## src/shared/fsi_pkg.sv

```systemverilog
// Package for the flash status and interrupt register bank.
// Assumes a 10 MHz system clock and an APB master with 32-bit data.
package fsi_pkg;

  // Register indices; byte address is four times the index
  localparam logic [15:0] IDX_OUTCOME = 16'hF240;
  localparam logic [15:0] IDX_IRQ_FLAGS = 16'hF241;
  localparam logic [15:0] IDX_PIN_CFG = 16'hF242;
  localparam logic [15:0] IDX_ECC = 16'hFF00;
  localparam int ADDR_W = 18;

  // Outcome status word fields
  localparam int ST_BUSY = 15;
  localparam int ST_LOCK = 14;
  localparam int ST_LOAD = 13;
  localparam int ST_PROG = 12;
  localparam int ST_ERASE = 11;
  localparam int ST_ERROR = 10;
  localparam int ST_SUSP = 9;
  localparam int ST_RESET_BUSY = 7;
  localparam int ST_OTP_LOCKED_FLAG = 6;
  localparam int ST_TIMEOUT = 0;

  // Interrupt flag fields and reset values
  localparam int IRQ_MASTER = 15;
  localparam int IRQ_LOAD = 7;
  localparam int IRQ_PROG = 6;
  localparam int IRQ_ERASE = 5;
  localparam int IRQ_RESET = 4;
  localparam logic [15:0] IRQ_COLD_RST = 16'h8080;
  localparam logic [15:0] IRQ_WARM_RST = 16'h8010;

  // Pin configuration fields and reset values
  localparam int CFG_POL = 0;
  localparam int CFG_OBE = 1;
  localparam logic IRQ_POL_RST = 1'b1;
  localparam logic OBE_RST = 1'b0;

  // ECC result codes
  localparam logic [1:0] ECC_NONE = 2'h0;
  localparam logic [1:0] ECC_UNCORR = 2'h2;

  // Command codes that raise interrupt flags
  localparam logic [15:0] CMD_LOAD0 = 16'h0000;
  localparam logic [15:0] CMD_LOAD1 = 16'h0013;
  localparam logic [15:0] CMD_PROG0 = 16'h0080;
  localparam logic [15:0] CMD_PROG1 = 16'h001A;
  localparam logic [15:0] CMD_PROG2 = 16'h001B;
  localparam logic [15:0] CMD_ERASE0 = 16'h0094;
  localparam logic [15:0] CMD_ERASE1 = 16'h0095;
  localparam logic [15:0] CMD_ERASE2 = 16'h0030;
  localparam logic [15:0] CMD_RST0 = 16'h00B0;
  localparam logic [15:0] CMD_RST1 = 16'h00F0;
  localparam logic [15:0] CMD_RST2 = 16'h00F3;
  localparam logic [15:0] CMD_MISC0 = 16'h0065;
  localparam logic [15:0] CMD_MISC1 = 16'h0023;
  localparam logic [15:0] CMD_MISC2 = 16'h0071;
  localparam logic [15:0] CMD_MISC3 = 16'h002A;
  localparam logic [15:0] CMD_MISC4 = 16'h002C;

  typedef enum logic [2:0] {
    FSI_OP_LOAD = 3'b000,
    FSI_OP_PROG = 3'b001,
    FSI_OP_ERASE = 3'b010,
    FSI_OP_RESET = 3'b011,
    FSI_OP_MERASE = 3'b100,
    FSI_OP_VERIFY = 3'b101
  } fsi_op_e;

  typedef enum logic [2:0] {
    FSI_CL_NONE = 3'b000,
    FSI_CL_LOAD = 3'b001,
    FSI_CL_PROG = 3'b010,
    FSI_CL_ERASE = 3'b011,
    FSI_CL_RESET = 3'b100,
    FSI_CL_MISC = 3'b101
  } fsi_class_e;

endpackage

```

## src/rtl/fsi_regs.sv

```systemverilog
// Status and interrupt register bank of the flash controller.
// Assumes operation events from the sequencer are one-cycle pulses
// synchronous to clk_sys, and an APB master on the register side.
//
// Summary of operation
// - Busy plus operation flag while running, busy alone for verify
// - Success clears all but OTP lock and suspend bits
// - Failed load leaves uncorrectable ECC code
// - Reset-aborted load reports no-error ECC code
// - Cold and warm resets give distinct defaults
// - Master, load, program flags at bits 15,7,6
// - Interrupt pin driven from master flag
// - Cleared master drives pin per polarity
// - Any done flag sets master flag
// - Listed misc commands set master flag
// - Load completion sets load flag
// - Program completion sets program flag
// - Written zero clears flags, reset loads its default flags
// - Erase completion sets erase flag, bit 5
// - Reset completion sets reset flag, bit 4
// - Polarity selects pin sense
// - Pins undriven until buffer enable set
`timescale 1ns/100ps
`default_nettype none

module fsi_regs
  import fsi_pkg::*;
(
  // Clock and reset
  input wire logic clk_sys,
  input wire logic rst,
  // APB slave
  input wire logic psel,
  input wire logic penable,
  input wire logic pwrite,
  input wire logic [ADDR_W-1:0] paddr,
  input wire logic [31:0] pwdata,
  output logic [31:0] prdata,
  output logic pready,
  output logic pslverr,
  // Sequencer events
  input wire logic warm_reset,
  input wire logic op_start,
  input wire logic [2:0] op_kind,
  input wire logic op_done,
  input wire logic op_fail,
  input wire logic op_lock_fail,
  input wire logic op_aborted,
  input wire logic invalid_cmd,
  input wire logic erase_suspend,
  input wire logic erase_resume,
  input wire logic otp_locked,
  input wire logic [1:0] ecc_main_in,
  input wire logic [1:0] ecc_spare_in,
  // Command completion
  input wire logic cmd_done,
  input wire logic [15:0] cmd_code,
  input wire logic buffer_load_done,
  input wire logic boot_done,
  // Pins
  output logic irq_pin,
  output logic irq_pin_oe,
  output logic ready_pin,
  output logic ready_pin_oe
);

  typedef struct packed {
    logic [15:0] outcome;
    logic [15:0] irq;
    logic pol;
    logic obe;
    logic [1:0] main_ecc_result;
    logic [1:0] spare_ecc_result;
    logic suspended;
    fsi_op_e op;
    logic [31:0] prdata;
    logic pready;
    logic pslverr;
    logic irq_pin;
    logic irq_pin_oe;
    logic ready_pin;
    logic ready_pin_oe;
  } fsi_state_s;

  fsi_state_s st;
  fsi_state_s next_st;

  function automatic fsi_class_e cmd_class(input logic [15:0] c);
    unique case (c)
      CMD_LOAD0, CMD_LOAD1: cmd_class = FSI_CL_LOAD;
      CMD_PROG0, CMD_PROG1, CMD_PROG2: cmd_class = FSI_CL_PROG;
      CMD_ERASE0, CMD_ERASE1, CMD_ERASE2: cmd_class = FSI_CL_ERASE;
      CMD_RST0, CMD_RST1, CMD_RST2: cmd_class = FSI_CL_RESET;
      CMD_MISC0, CMD_MISC1, CMD_MISC2, CMD_MISC3, CMD_MISC4:
        cmd_class = FSI_CL_MISC;
      default: cmd_class = FSI_CL_NONE;
    endcase
  endfunction

  function automatic logic [15:0] reg_index(input logic [ADDR_W-1:0] a);
    reg_index = a[17:2];
  endfunction

  // Flag bit of the running operation
  function automatic logic [15:0] op_flag(input fsi_op_e k);
    logic [15:0] f;
    f = 16'h0000;
    unique case (k)
      FSI_OP_LOAD: f[ST_LOAD] = 1'b1;
      FSI_OP_PROG: f[ST_PROG] = 1'b1;
      FSI_OP_ERASE, FSI_OP_MERASE: f[ST_ERASE] = 1'b1;
      FSI_OP_RESET: f[ST_RESET_BUSY] = 1'b1;
      FSI_OP_VERIFY: f = 16'h0000;
      // Kinds 6 and 7 are not operations
      default: f = 16'h0000;
    endcase
    op_flag = f;
  endfunction

  logic [15:0] susp_bits;
  logic [15:0] irq_set;
  logic [15:0] irq_keep;
  fsi_class_e cls;
  logic wr_acc;
  logic setup;
  logic hit;

  always_comb begin
    next_st = st;
    susp_bits = 16'h0000;
    susp_bits[ST_ERASE] = st.suspended;
    susp_bits[ST_SUSP] = st.suspended;
    cls = cmd_done ? cmd_class(cmd_code) : FSI_CL_NONE;
    setup = psel && !penable;
    wr_acc = psel && penable && pwrite && st.pready;

    // Operation outcome word
    if (op_start) begin
      next_st.op = fsi_op_e'(op_kind);
      next_st.outcome = susp_bits | op_flag(fsi_op_e'(op_kind));
      next_st.outcome[ST_BUSY] = 1'b1;
    end else if (op_done && !op_fail) begin
      // Program or load inside a suspension returns to suspended view
      next_st.outcome = susp_bits;
    end else if (op_done) begin
      next_st.outcome = susp_bits | op_flag(st.op);
      if (st.op == FSI_OP_VERIFY || st.op == FSI_OP_MERASE) begin
        next_st.outcome[ST_ERASE] = 1'b1;
      end
      next_st.outcome[ST_RESET_BUSY] = op_aborted;
      next_st.outcome[ST_LOCK] = op_lock_fail;
      next_st.outcome[ST_ERROR] = 1'b1;
    end else if (invalid_cmd) begin
      next_st.outcome = susp_bits;
      next_st.outcome[ST_ERROR] = 1'b1;
    end else if (erase_suspend) begin
      next_st.suspended = 1'b1;
      next_st.outcome = 16'h0000;
      next_st.outcome[ST_ERASE] = 1'b1;
      next_st.outcome[ST_SUSP] = 1'b1;
    end else if (erase_resume) begin
      // A load or program inside the suspension replaced the kind
      next_st.op = FSI_OP_ERASE;
      next_st.suspended = 1'b0;
      next_st.outcome = 16'h0000;
      next_st.outcome[ST_ERASE] = 1'b1;
      next_st.outcome[ST_BUSY] = 1'b1;
    end
    if (op_done && (st.op == FSI_OP_ERASE || st.op == FSI_OP_MERASE)) begin
      next_st.suspended = 1'b0;
    end
    next_st.outcome[ST_OTP_LOCKED_FLAG] = otp_locked;
    next_st.outcome[ST_TIMEOUT] = 1'b0;

    // ECC summary of the last load
    if (op_done && st.op == FSI_OP_LOAD) begin
      if (op_aborted) begin
        next_st.main_ecc_result = ECC_NONE;
        next_st.spare_ecc_result = ECC_NONE;
      end else if (op_fail && ecc_spare_in != ECC_UNCORR) begin
        next_st.main_ecc_result = ECC_UNCORR;
        next_st.spare_ecc_result = ecc_spare_in;
      end else begin
        next_st.main_ecc_result = ecc_main_in;
        next_st.spare_ecc_result = ecc_spare_in;
      end
    end

    // Interrupt flags: writes of zero clear, sets win over clears
    irq_keep = 16'hFFFF;
    if (wr_acc && reg_index(paddr) == IDX_IRQ_FLAGS) begin
      irq_keep = pwdata[15:0];
    end
    irq_set = 16'h0000;
    irq_set[IRQ_LOAD] = cls == FSI_CL_LOAD || buffer_load_done
      || boot_done;
    irq_set[IRQ_PROG] = cls == FSI_CL_PROG;
    irq_set[IRQ_ERASE] = cls == FSI_CL_ERASE;
    irq_set[IRQ_RESET] = cls == FSI_CL_RESET;
    irq_set[IRQ_MASTER] = |irq_set[IRQ_LOAD:IRQ_RESET]
      || cls == FSI_CL_MISC;
    next_st.irq = (st.irq & irq_keep) | irq_set;
    next_st.irq[14:8] = 7'h00;
    next_st.irq[3:0] = 4'h0;
    if (warm_reset) begin
      next_st.irq = IRQ_WARM_RST;
    end

    // Pin configuration
    if (wr_acc && reg_index(paddr) == IDX_PIN_CFG) begin
      next_st.pol = pwdata[CFG_POL];
      next_st.obe = pwdata[CFG_OBE];
    end

    // Pins follow the next register value so they stay flop outputs
    next_st.irq_pin = next_st.pol ? next_st.irq[IRQ_MASTER]
      : !next_st.irq[IRQ_MASTER];
    next_st.irq_pin_oe = next_st.obe;
    next_st.ready_pin = !next_st.outcome[ST_BUSY];
    next_st.ready_pin_oe = next_st.obe;

    // APB: decode in setup, answer in the first access cycle
    hit = 1'b1;
    next_st.prdata = 32'h0000_0000;
    unique case (reg_index(paddr))
      IDX_OUTCOME: next_st.prdata[15:0] = st.outcome;
      IDX_IRQ_FLAGS: next_st.prdata[15:0] = st.irq;
      IDX_PIN_CFG: begin
        next_st.prdata[CFG_POL] = st.pol;
        next_st.prdata[CFG_OBE] = st.obe;
      end
      IDX_ECC: next_st.prdata[3:0] = {st.main_ecc_result,
        st.spare_ecc_result};
      default: hit = 1'b0;
    endcase
    if (!setup || pwrite) begin
      next_st.prdata = 32'h0000_0000;
    end
    next_st.pready = setup;
    next_st.pslverr = setup && (!hit || (pwrite
      && reg_index(paddr) == IDX_OUTCOME));
  end

  always_ff @(posedge clk_sys or posedge rst) begin
    if (rst) begin
      st <= '0;
      st.irq <= IRQ_COLD_RST;
      st.pol <= IRQ_POL_RST;
      st.obe <= OBE_RST;
      st.op <= FSI_OP_LOAD;
      st.irq_pin <= 1'b1;
      st.ready_pin <= 1'b1;
    end else begin
      st <= next_st;
    end
  end

  assign prdata = st.prdata;
  assign pready = st.pready;
  assign pslverr = st.pslverr;
  assign irq_pin = st.irq_pin;
  assign irq_pin_oe = st.irq_pin_oe;
  assign ready_pin = st.ready_pin;
  assign ready_pin_oe = st.ready_pin_oe;

  chk_start_busy_flag: assert property (@(posedge clk_sys)
    disable iff (rst) op_start && op_kind == 3'b000
      |=> st.outcome[ST_BUSY] && st.outcome[ST_LOAD])
    else $error("load start did not show busy and load");

  chk_ok_clears_word: assert property (@(posedge clk_sys)
    disable iff (rst) op_done && !op_fail && !op_start && !st.suspended
      |=> st.outcome[15:7] == 9'h000)
    else $error("successful operation left status bits set");

  chk_fail_sets_error: assert property (@(posedge clk_sys)
    disable iff (rst) op_done && op_fail && !op_start
      |=> st.outcome[ST_ERROR] && !st.outcome[ST_BUSY])
    else $error("failure did not set error");

  chk_suspend_bits: assert property (@(posedge clk_sys)
    disable iff (rst) erase_suspend && !op_start && !op_done && !invalid_cmd
      |=> st.outcome[ST_SUSP] && st.outcome[ST_ERASE])
    else $error("suspend not reported");

  chk_load_fail_ecc: assert property (@(posedge clk_sys)
    disable iff (rst) op_done && op_fail && !op_aborted
      && st.op == FSI_OP_LOAD
      |=> st.main_ecc_result == ECC_UNCORR
        || st.spare_ecc_result == ECC_UNCORR)
    else $error("failed load lacks uncorrectable code");

  chk_abort_ecc_zero: assert property (@(posedge clk_sys)
    disable iff (rst) op_done && op_aborted && st.op == FSI_OP_LOAD
      |=> {st.main_ecc_result, st.spare_ecc_result} == 4'h0)
    else $error("aborted load ECC not cleared");

  chk_warm_defaults: assert property (@(posedge clk_sys)
    disable iff (rst) warm_reset |=> st.irq == IRQ_WARM_RST)
    else $error("warm reset value wrong");

  chk_pin_polarity: assert property (@(posedge clk_sys)
    disable iff (rst) st.irq_pin == (st.pol ? st.irq[IRQ_MASTER]
      : !st.irq[IRQ_MASTER]))
    else $error("interrupt pin disagrees with master flag");

  chk_done_sets_master: assert property (@(posedge clk_sys)
    disable iff (rst)
    cmd_done && cmd_class(cmd_code) != FSI_CL_NONE && !warm_reset
      |=> st.irq[IRQ_MASTER] && st.irq_pin == st.pol)
    else $error("completion did not raise master flag");

  chk_prog_flag: assert property (@(posedge clk_sys)
    disable iff (rst) cmd_done && cmd_code == CMD_PROG1 && !warm_reset
      |=> st.irq[IRQ_PROG])
    else $error("program completion not flagged");

  chk_zero_clears: assert property (@(posedge clk_sys)
    disable iff (rst) psel && penable && pwrite && st.pready && !warm_reset
      && paddr[17:2] == IDX_IRQ_FLAGS && !pwdata[IRQ_LOAD]
      && !buffer_load_done && !boot_done && !cmd_done
      |=> !st.irq[IRQ_LOAD])
    else $error("written zero did not clear load flag");

  chk_pins_enabled: assert property (@(posedge clk_sys)
    disable iff (rst) !st.obe |-> !irq_pin_oe && !ready_pin_oe)
    else $error("pins driven without buffer enable");

  chk_apb_answer: assert property (@(posedge clk_sys) disable iff (rst)
    psel && !penable |=> pready)
    else $error("no answer in first access cycle");

endmodule // fsi_regs

`default_nettype wire

```

## config.mk

```make
export PLATFORM = sky130hd
export DESIGN_NAME = fsi_regs
export DESIGN_NICKNAME = d
export VERILOG_FILES = /design/src/shared/fsi_pkg.sv /design/src/rtl/fsi_regs.sv
export SDC_FILE = /design/constraint.sdc
export NUM_CORES = 1
export LEC_CHECK = 0
export BUFFER_PORTS_ARGS = -buffer_cell sky130_fd_sc_hd__buf_2
export CAP_MARGIN = 20
export CELL_PAD_IN_SITES_DETAIL_PLACEMENT = 1
export CELL_PAD_IN_SITES_GLOBAL_PLACEMENT = 1
export CORE_MARGIN = 2
export CORE_UTILIZATION = 29
export CTS_CLUSTER_DIAMETER = 120
export DETAILED_ROUTE_END_ITERATION = 7
export PLACE_DENSITY = 0.83
export SKIP_LAST_GASP = 1
export SLEW_MARGIN = 20
export SYNTH_ARGS = -nofsm -noshare
export SYNTH_HDL_FRONTEND = slang
export SYNTH_SLANG_ARGS = --single-unit
export TNS_END_PERCENT = 50
```

## constraint.sdc

```tcl
create_clock -name clk_sys -period 1.65 [get_ports clk_sys]
set_clock_uncertainty 0.2 [all_clocks]
set_input_delay 0.0825 -clock clk_sys [delete_from_list [all_inputs] [get_ports clk_sys]]
set_output_delay 0.0825 -clock clk_sys [all_outputs]
set_load 0.1 [all_outputs]
```

==> impl_metrics.toml, run 1 <==
[global_route]
antenna_found_initial = 0
grt_max_degree = 24
grt_overflow = 0
grt_pass1_vias = 2372
grtUsageTotal = 0.156
grt_pass1_wl_um = 11100

[placement]
place_ws_ns = -0.555
gp_congestion = 0.791
portBuffers = 85
dpl.cell_count = 450
place_area_um2 = 3010
hpwl_um = 5200

[worst_setup_path]
crit_required_ns = 1.67
r2r-end = "irq_pin$_DFF_PP1_"
crit_arrival_ns = 1.90
start_kind = "primary input"
worst-path-max-fanout = 3
reg2reg_from = "pready$_DFF_PP0_"
critical_path_class = "in -> reg"
worst_setup_path_end_kind = "flip-flop"
ff2ff_path_depth = 4
r2r_slack_ns = -0.19

[synth]
synth_area_leader_cell = "dfrtp_1"
synth_async_sr_flop_share = 1.00
ys_top_cells_by_area = "dfrtp_1, buf_4, dfstp_2"
synth.distinct_cells = 52
ys_top_cells_by_count = "dfrtp_1, buf_4, nor2_1"
synthSimpleGateAreaFrac = 0.245
synth-seq-area-share = 0.458
synth_top_area_share = 0.404
synth-main-ff-cell = "dfrtp_1"
synth_top_family_by_area = "simple AND/OR/NAND/NOR gates"
synthAdderAreaFrac = 0
synth_edf_count = 0
synth_mux_area_frac = 0.0274
synth_area_um2 = 2420
synth-compound-area-share = 0.132
avgSynthCellArea_um2 = 9.63
synth_xor_area_frac = 0.0145
syn_inst = 251
synth_warnings = 0
ys_seq_elements = 44
yosysMostFrequentCell = "dfrtp_1"

[final_layout]
fin_nets = 475
syn_to_final_growth_pct = 43.8
final.fill_count = 969
regArea_um2 = 1110
drive_gt1_frac = 0.374
final-instance-count-excl-fill = 490
multi_input_area_um2 = 1120
fin_area_um2 = 3480
diodes = 0

[routing]
drc = 0
routedWlPerCell_um = 14.4
ant_nets = 0
wl_um = 7060
drtPass1Iterations = 4
via_count = 2308
first_iter_violations = 49
post_drt_via_cell_ratio = 4.71

[sta]
period_minus_slack_ns = 1.88
hold_violations = 0
timing.fmax_mhz = 531
period_share = 1.14
setup_ws_ns = -0.234
drv_slew = 0
rsz0062_at_grt = "true"
setup_viol = 3
tns_ns = -0.579

[clock_tree]
cts_tree = "built"
htreeDepth = 2
cts.path.max_buffers = 2
clock_latency_ns = 0.29
numCtsBuffers = 5
cts_root_buf = "clkbuf_8"
clk_pin_slew_ns = 0.08
cts_sinks = 44

[power]
p_switching_uw = 784
p_comb_frac = 0.243
power.leakage_nw = 1.73
power_density_nw_per_um2 = 712
switching_share = 0.317
power_mw = 2.47
internal_power_mw = 1.69
vdd_drop_max_v = 0.000289
clkPwrFrac = 0.281
seqPwrFrac = 0.476

[min_path]
hold_end = "ready_pin_oe$_DFFE_PP0P_"
min-delay-start = "paddr[2]"
hold_depth = 3
hold_path_class = "in -> reg"

[run_status]
outcome = "finished, violations left"
failed_checks = "negative setup slack"

[floorplanning]
die-height_um = 95.3
rows = 33
ios = 129
start_util = 0.297
fp.dieW_um = 95.3
die_area_um2 = 9080
core-area_um2 = 8130

[run]
max-cap-violations = 0
## metal layers
metal | part of all wire | routed length (um) | global-route usage
met5 | 0 | 0 | 0
met4 | 0.022 | 158 | 0.0616
met3 | 0.044 | 311 | 0.0221
met2 | 0.52 | 3700 | 0.286
met1 | 0.41 | 2880 | 0.181
## registers in the layout, indices dropped and copies added, names as in the netlist
signal,count
pready,1
pslverr,1
irq_pin,1
ready_pin,1
ready_pin_oe,1
prdata,16
st,23
## worst max path at each step
| stage | start | cells after the start | endpoint | slack (ns) |
|---|---|---|---|---|
| floorplan | paddr[10] | 5 | irq_pin$_DFF_PP1_ | -0.39 |
| global placement | paddr[10] | 6 | irq_pin$_DFF_PP1_ | -0.52 |
| detailed placement | paddr[10] | 6 | irq_pin$_DFF_PP1_ | -0.56 |
| CTS | paddr[12] | 6 | irq_pin$_DFF_PP1_ | -0.23 |
| global route | paddr[13] | 6 | irq_pin$_DFF_PP1_ | -0.25 |
| finish | paddr[13] | 6 | irq_pin$_DFF_PP1_ | -0.23 |
## repair_timing
item / in CTS / in global routing
cloned: 0 / 0
pin swaps: 3 / 2
setup buffers: 2 / 0
hold buffers: 30 / 0
resized for setup: 2 / 8
setup endpoints to repair: 5 / 13
hold endpoints to repair: 71 / 0
## per-stage QoR
stage | utilization | hold WS, ns
after floorplan | - | -0.0881
after global placement | 0.370 | -0.0972
final | 0.427 | 0.0219
after CTS | 0.422 | 0.00391
after global routing | 0.427 | 0.0210
after detailed placement | 0.370 | -0.101
## cell families after synthesis
family                 Yosys count
multiplexers                     6
other                            1
XOR/XNOR                         4
AND/OR/NAND/NOR                101
AO/OA/AOI/OAI                   50
buffers and inverters           45
flip-flops                      44
## power groups by stage
stage	Combinational (mW)	Clock [mW]	Sequential [mW]
2_1_floorplan	0.348	0	1.21
3_3_place_gp	0.515	0	1.19
3_5_place_dp	0.529	0	1.19
4_1_cts	0.592	0.716	1.17
5_1_grt	0.645	0.760	1.18
6_report	0.602	0.695	1.18
## cell usage in the layout, fill, tap and decap left out, types with 3 or more instances in the layout
cell and instances:
a21oi_1 17, a22oi_1 4, and2_1 8, and3_1 4
buf_2 84, buf_4 31, clkbuf_8 6, conb_1 17
dfrtp_1 38, dfstp_2 5, dlygate4sd3_1 29, inv_1 7
mux2i_1 4, nand2_1 16, nand2b_1 5, nand3_1 6
nand4b_1 3, nor2_1 21, nor2b_1 8, nor3_1 10
o21ai_0 9
## critical path: stages
cell and delay (ns):
buf_2 0.11, or4b_4 0.52, nand4b_4 0.17, or4b_4 0.54
mux2_4 0.33, xnor2_2 0.13
## layout make-up
type	instances	share of cell area
well taps	105	0.0378
clock buffers	7	0.0248
clock inverters	1	0.00216
flip-flops and latches	44	0.320
inverters	8	0.00864
multi-input cells	178	0.323
repair buffers	147	0.284
(Power assumes the default switching activity.)
==> inputs of run 2 (changes only) <==
--- a/config.mk
+++ b/config.mk
@@ -13,7 +13,7 @@
 export CORE_UTILIZATION = 29
 export CTS_CLUSTER_DIAMETER = 120
 export DETAILED_ROUTE_END_ITERATION = 7
-export PLACE_DENSITY = 0.83
+export PLACE_DENSITY_LB_ADDON = 0.1
 export SKIP_LAST_GASP = 1
 export SLEW_MARGIN = 20
 export SYNTH_ARGS = -nofsm -noshare
==> run 2 against run 1 <==
- flip-flop and latch count is the same
- sequential share of layout area shrank 1.0 points
- hold slack lost 0.0020 ns
- the flow still finishes with violations (negative setup slack)
- count of clock-buffer cells in the layout shrank 1
- total power grew 5.1%
- final cell count grew 0.82%
- critical path type unchanged
- largest power group unchanged
==> impl_metrics.toml, run 2 (same netlist as run 1, synthesis figures left out) <==
[global_route]
grt_pass1_vias = 2321
met3_usage = 0.0253
grt-busiest-layer = "met2"
grt_overflow = 0
antenna_found_initial = 0
use_met1 = 0.197
grtUsageTotal = 0.155
grt_pass1_wl_um = 11100
grt_max_degree = 45
met2_usage = 0.275

[worst_setup_path]
crit_arrival_ns = 1.90
crit_path_frequent_cell = "or4b_4"
worst_setup_path_end_kind = "flip-flop"
reg2reg_from = "pready$_DFF_PP0_"
critical_path_class = "in -> reg"
crit_chain = "buf_6 > or4b_4 > nand4b_4 > or4b_4 > mux2_4 > xnor2_2"
slowest_delay_ns = 0.55
ff2ff_path_depth = 4
start_kind = "primary input"
worst-path-max-fanout = 3
slowest_stage = "or4b_4"
r2r_slack_ns = -0.21
r2r-end = "irq_pin$_DFF_PP1_"
crit_required_ns = 1.68

[sta]
hold_ws_ns = 0.0199
period_minus_slack_ns = 1.87
period_share = 1.13
rsz0062_at_grt = "true"
setup_viol = 4
setup_ws_ns = -0.222
drv_slew = 0
timing.fmax_mhz = 534
tns_ns = -0.471
hold_violations = 0

[floorplanning]
start_util = 0.297
rows = 33
die_area_um2 = 9080
die-height_um = 95.3
core-area_um2 = 8130
ios = 129
fp.dieW_um = 95.3

[routing]
drtPass1Iterations = 6
post_drt_via_cell_ratio = 4.55
drc = 0
first_iter_violations = 30
via_count = 2249
wl_um = 6610
ant_nets = 0
routedWlPerCell_um = 13.4

[run_status]
outcome = "finished, violations left"
failed_checks = "negative setup slack"

[clock_tree]
cts.path.max_buffers = 2
clk_pin_slew_ns = 0.08
cts_root_buf = "clkbuf_8"
htreeDepth = 2
cts_tree = "built"
numCtsBuffers = 5
clock_latency_ns = 0.29
cts_sinks = 44

[final_layout]
layout_common_cells = "buf_2, dfrtp_1, buf_4, dlygate4sd3_1, nor2_1"
fin_area_um2 = 3590
largest_reg_flops = 23
fin_nets = 479
final_common_cell = "buf_2"
diodes = 0
post-route-util = 0.442
syn_to_final_growth_pct = 48.6
top_register = "st"
drive_gt1_frac = 0.398

[power]
power_density_nw_per_um2 = 724
power.leakage_nw = 1.77
vdd_drop_max_v = 0.000338

[min_path]
min-delay-start = "op_done"
hold_depth = 3
hold_end = "st[73]$_DFFE_PP0P_"
hold_path_class = "in -> reg"

[run]
max-cap-violations = 0

[placement]
gp_congestion = 0.765
hpwl_um = 5060
portBuffers = 85
place_area_um2 = 3040
place_ws_ns = -0.571
run 2: power breakdown:
group / internal, mW / total [mW] / switching, mW
Clock: 0.450 / 0.820 / 0.370
Sequential: 1.14 / 1.17 / 0.0352
Combinational: 0.222 / 0.609 / 0.387
Total: 1.81 / 2.60 / 0.793
run 2: area by class of cell:
cell class / count / area (um2)
clock buffer: 6 / 72.6
clock inverter: 2 / 35.0
fill: 975 / 4540
inverter: 8 / 30.0
multi-input combinational: 178 / 1180
sequential: 44 / 1110
tap: 105 / 131
timing repair buffer: 151 / 1030
run 2: metal layers:
| metal | part of all wire | vias to the layer above |
|---|---|---|
| met1 | 0.44 | 1062 |
| li1 | - | 1110 |
| met2 | 0.50 | 71 |
| met5 | 0 | - |
| met4 | 0.011 | 0 |
| met3 | 0.049 | 6 |
run 2: how the worst max path moves through the flow:
stage / startpoint / endpoint / depth (start not counted)
after floorplan: paddr[10] / irq_pin$_DFF_PP1_ / 5
after global placement: paddr[10] / irq_pin$_DFF_PP1_ / 6
after detailed placement: paddr[10] / irq_pin$_DFF_PP1_ / 6
after CTS: paddr[12] / irq_pin$_DFF_PP1_ / 6
after global routing: paddr[12] / irq_pin$_DFF_PP1_ / 6
final: paddr[12] / irq_pin$_DFF_PP1_ / 6
run 2: critical path: cells and delay by family:
kind | cells | cell delay (ns)
XOR/XNOR | 1 | 0.13
buffers and inverters | 1 | 0.09
multiplexers | 1 | 0.34
AND/OR/NAND/NOR | 3 | 1.25
run 2: metrics by stage:
step | std cells | power, mW
detailed placement | 453 | 1.73
finish | 494 | 2.60
floorplan | 267 | 1.56
CTS | 492 | 2.62
global route | 494 | 2.74
global placement | 453 | 1.72
run 2: timing repair:
action | CTS | global route
pin swaps | 3 | 9
buffers inserted | 0 | 2
endpoints found under the hold margin | 71 | 0
hold buffers | 31 | 0
endpoints found under the setup margin | 4 | 17
gates resized for setup | 3 | 23
==> inputs of run 3 (changes only) <==
--- a/config.mk
+++ b/config.mk
@@ -9,7 +9,7 @@
 export CAP_MARGIN = 20
 export CELL_PAD_IN_SITES_DETAIL_PLACEMENT = 1
 export CELL_PAD_IN_SITES_GLOBAL_PLACEMENT = 1
-export CORE_MARGIN = 2
+export CORE_MARGIN = 1.5
 export CORE_UTILIZATION = 29
 export CTS_CLUSTER_DIAMETER = 120
 export DETAILED_ROUTE_END_ITERATION = 7
==> run 3 against run 2 <==
- the flow still finishes with violations (negative setup slack)
- cell area shrank 1.6%
- final cell count is the same
- critical endpoint unchanged
- register-to-register slack gained 0.04 ns
- fmax grew 1.2%
- hold slack gained 0.0012 ns
- non-clock buffer count is the same
- highest routed layer unchanged
- critical path depth is the same
- critical path type unchanged
- total power shrank 0.87%
- wire length shrank 0.51%
- die area shrank 2.1%
- clock power shrank 1%
- global-route usage shrank 0.054 points
==> impl_metrics.toml, run 3 (same netlist as run 1, synthesis figures left out) <==
[global_route]
grt_pass1_wl_um = 10700
grt_max_degree = 45
grt_pass1_vias = 2268
grt_overflow = 0
antenna_found_initial = 0
grtUsageTotal = 0.155

[routing]
drc = 0
ant_nets = 0
wl_um = 6580
routedWlPerCell_um = 13.3
drtPass1Iterations = 4
via_count = 2244
post_drt_via_cell_ratio = 4.54
first_iter_violations = 37

[final_layout]
largest_reg_flops = 23
fin_nets = 479
syn_to_final_growth_pct = 46.2
top_register = "st"
post-route-util = 0.434
layout_common_cells = "buf_2, dfrtp_1, dlygate4sd3_1, buf_4, nor2_1"
final_common_cell = "buf_2"
multi_input_area_um2 = 1120
final.fill_count = 974
regArea_um2 = 1110
diodes = 0
drive_gt1_frac = 0.380

[placement]
hpwl_um = 4890
portBuffers = 85
gp_congestion = 0.847

[run_status]
failed_checks = "negative setup slack"
outcome = "finished, violations left"

[floorplanning]
die-height_um = 94.3
ios = 129
start_util = 0.297
die_area_um2 = 8890
fp.dieW_um = 94.3
rows = 33
core-area_um2 = 8130

[clock_tree]
cts_tree = "built"
clock_latency_ns = 0.29
htreeDepth = 2
numCtsBuffers = 5
clk_pin_slew_ns = 0.08
cts_sinks = 44
cts.path.max_buffers = 2
cts_root_buf = "clkbuf_8"

[power]
power.leakage_nw = 1.75
power_density_nw_per_um2 = 730
vdd_drop_max_v = 0.000322

[worst_setup_path]
worst_setup_path_end_kind = "flip-flop"
worst-path-max-fanout = 2
crit_arrival_ns = 1.88
start_kind = "primary input"
critical_path_class = "in -> reg"
critPathLaunch = "paddr[12]"
crit_required_ns = 1.68
reg2reg_from = "pready$_DFF_PP0_"

[sta]
rsz0062_at_grt = "true"
period_share = 1.12
setup_ws_ns = -0.199
drv_slew = 0
hold_violations = 0
period_minus_slack_ns = 1.85
setup_viol = 13
timing.fmax_mhz = 541
tns_ns = -0.809

[min_path]
hold_path_class = "in -> reg"
min-delay-start = "op_done"

[run]
max-cap-violations = 0
run 3: cell type report:
type	instances	share of cell area
multi-input cells	178	0.318
flip-flops and latches	44	0.314
repair buffers	151	0.291
well taps	105	0.0372
clock buffers	6	0.0205
clock inverters	2	0.00992
inverters	8	0.00850
run 3: per-stage QoR:
stage / cells / hold WS (ns) / instance area (um2) / setup slack [ns] / power, mW
6_report: 494 / 0.0211 / 3530 / -0.199 / 2.58
5_1_grt: 494 / 0.0427 / 3530 / -0.216 / 2.71
4_1_cts: 491 / 0.0145 / 3460 / -0.209 / 2.63
3_5_place_dp: 450 / -0.0575 / 3010 / -0.547 / 1.72
3_3_place_gp: 450 / -0.0663 / 3010 / -0.532 / 1.72
2_1_floorplan: 267 / -0.0881 / 2490 / -0.387 / 1.56
run 3: where the power goes:
part / internal [mW] / switching (mW)
Sequential: 1.14 / 0.0346
Clock: 0.449 / 0.361
Combinational: 0.215 / 0.382
run 3: worst max-delay path: stages:
cell and delay (ns):
buf_6 0.09, or4b_4 0.52, nand4b_4 0.18, or4b_4 0.54, mux2_4 0.34, xnor2_2 0.13
run 3: timing repair:
item | in CTS | in global routing
setup endpoints to repair | 4 | 18
hold endpoints to repair | 71 | 0
buffers inserted | 2 | 3
resized for setup | 3 | 13
pin swaps | 4 | 6
hold buffers | 31 | 0
run 3: path summary, 6_finish.rpt:
check	slack, ns	endpoint	cells past startpoint
min in group asynchronous	0.16	prdata[14]$_DFF_PP0_	4
worst min register to register	0.28	prdata[5]$_DFF_PP0_	1
worst max register to register	-0.17	irq_pin$_DFF_PP1_	4
max in group asynchronous	0.83	st[63]$_DFF_PP1_	4
worst max-delay path	-0.20	irq_pin$_DFF_PP1_	6
worst min-delay path	0.02	st[73]$_DFFE_PP0P_	3
run 3: routing by layer:
metal,wire (um),vias up,GRT usage
met5,0,-,0
met4,79,0,0.0448
met3,342,10,0.0307
met2,3290,65,0.276
met1,2860,1056,0.188
li1,-,1113,-
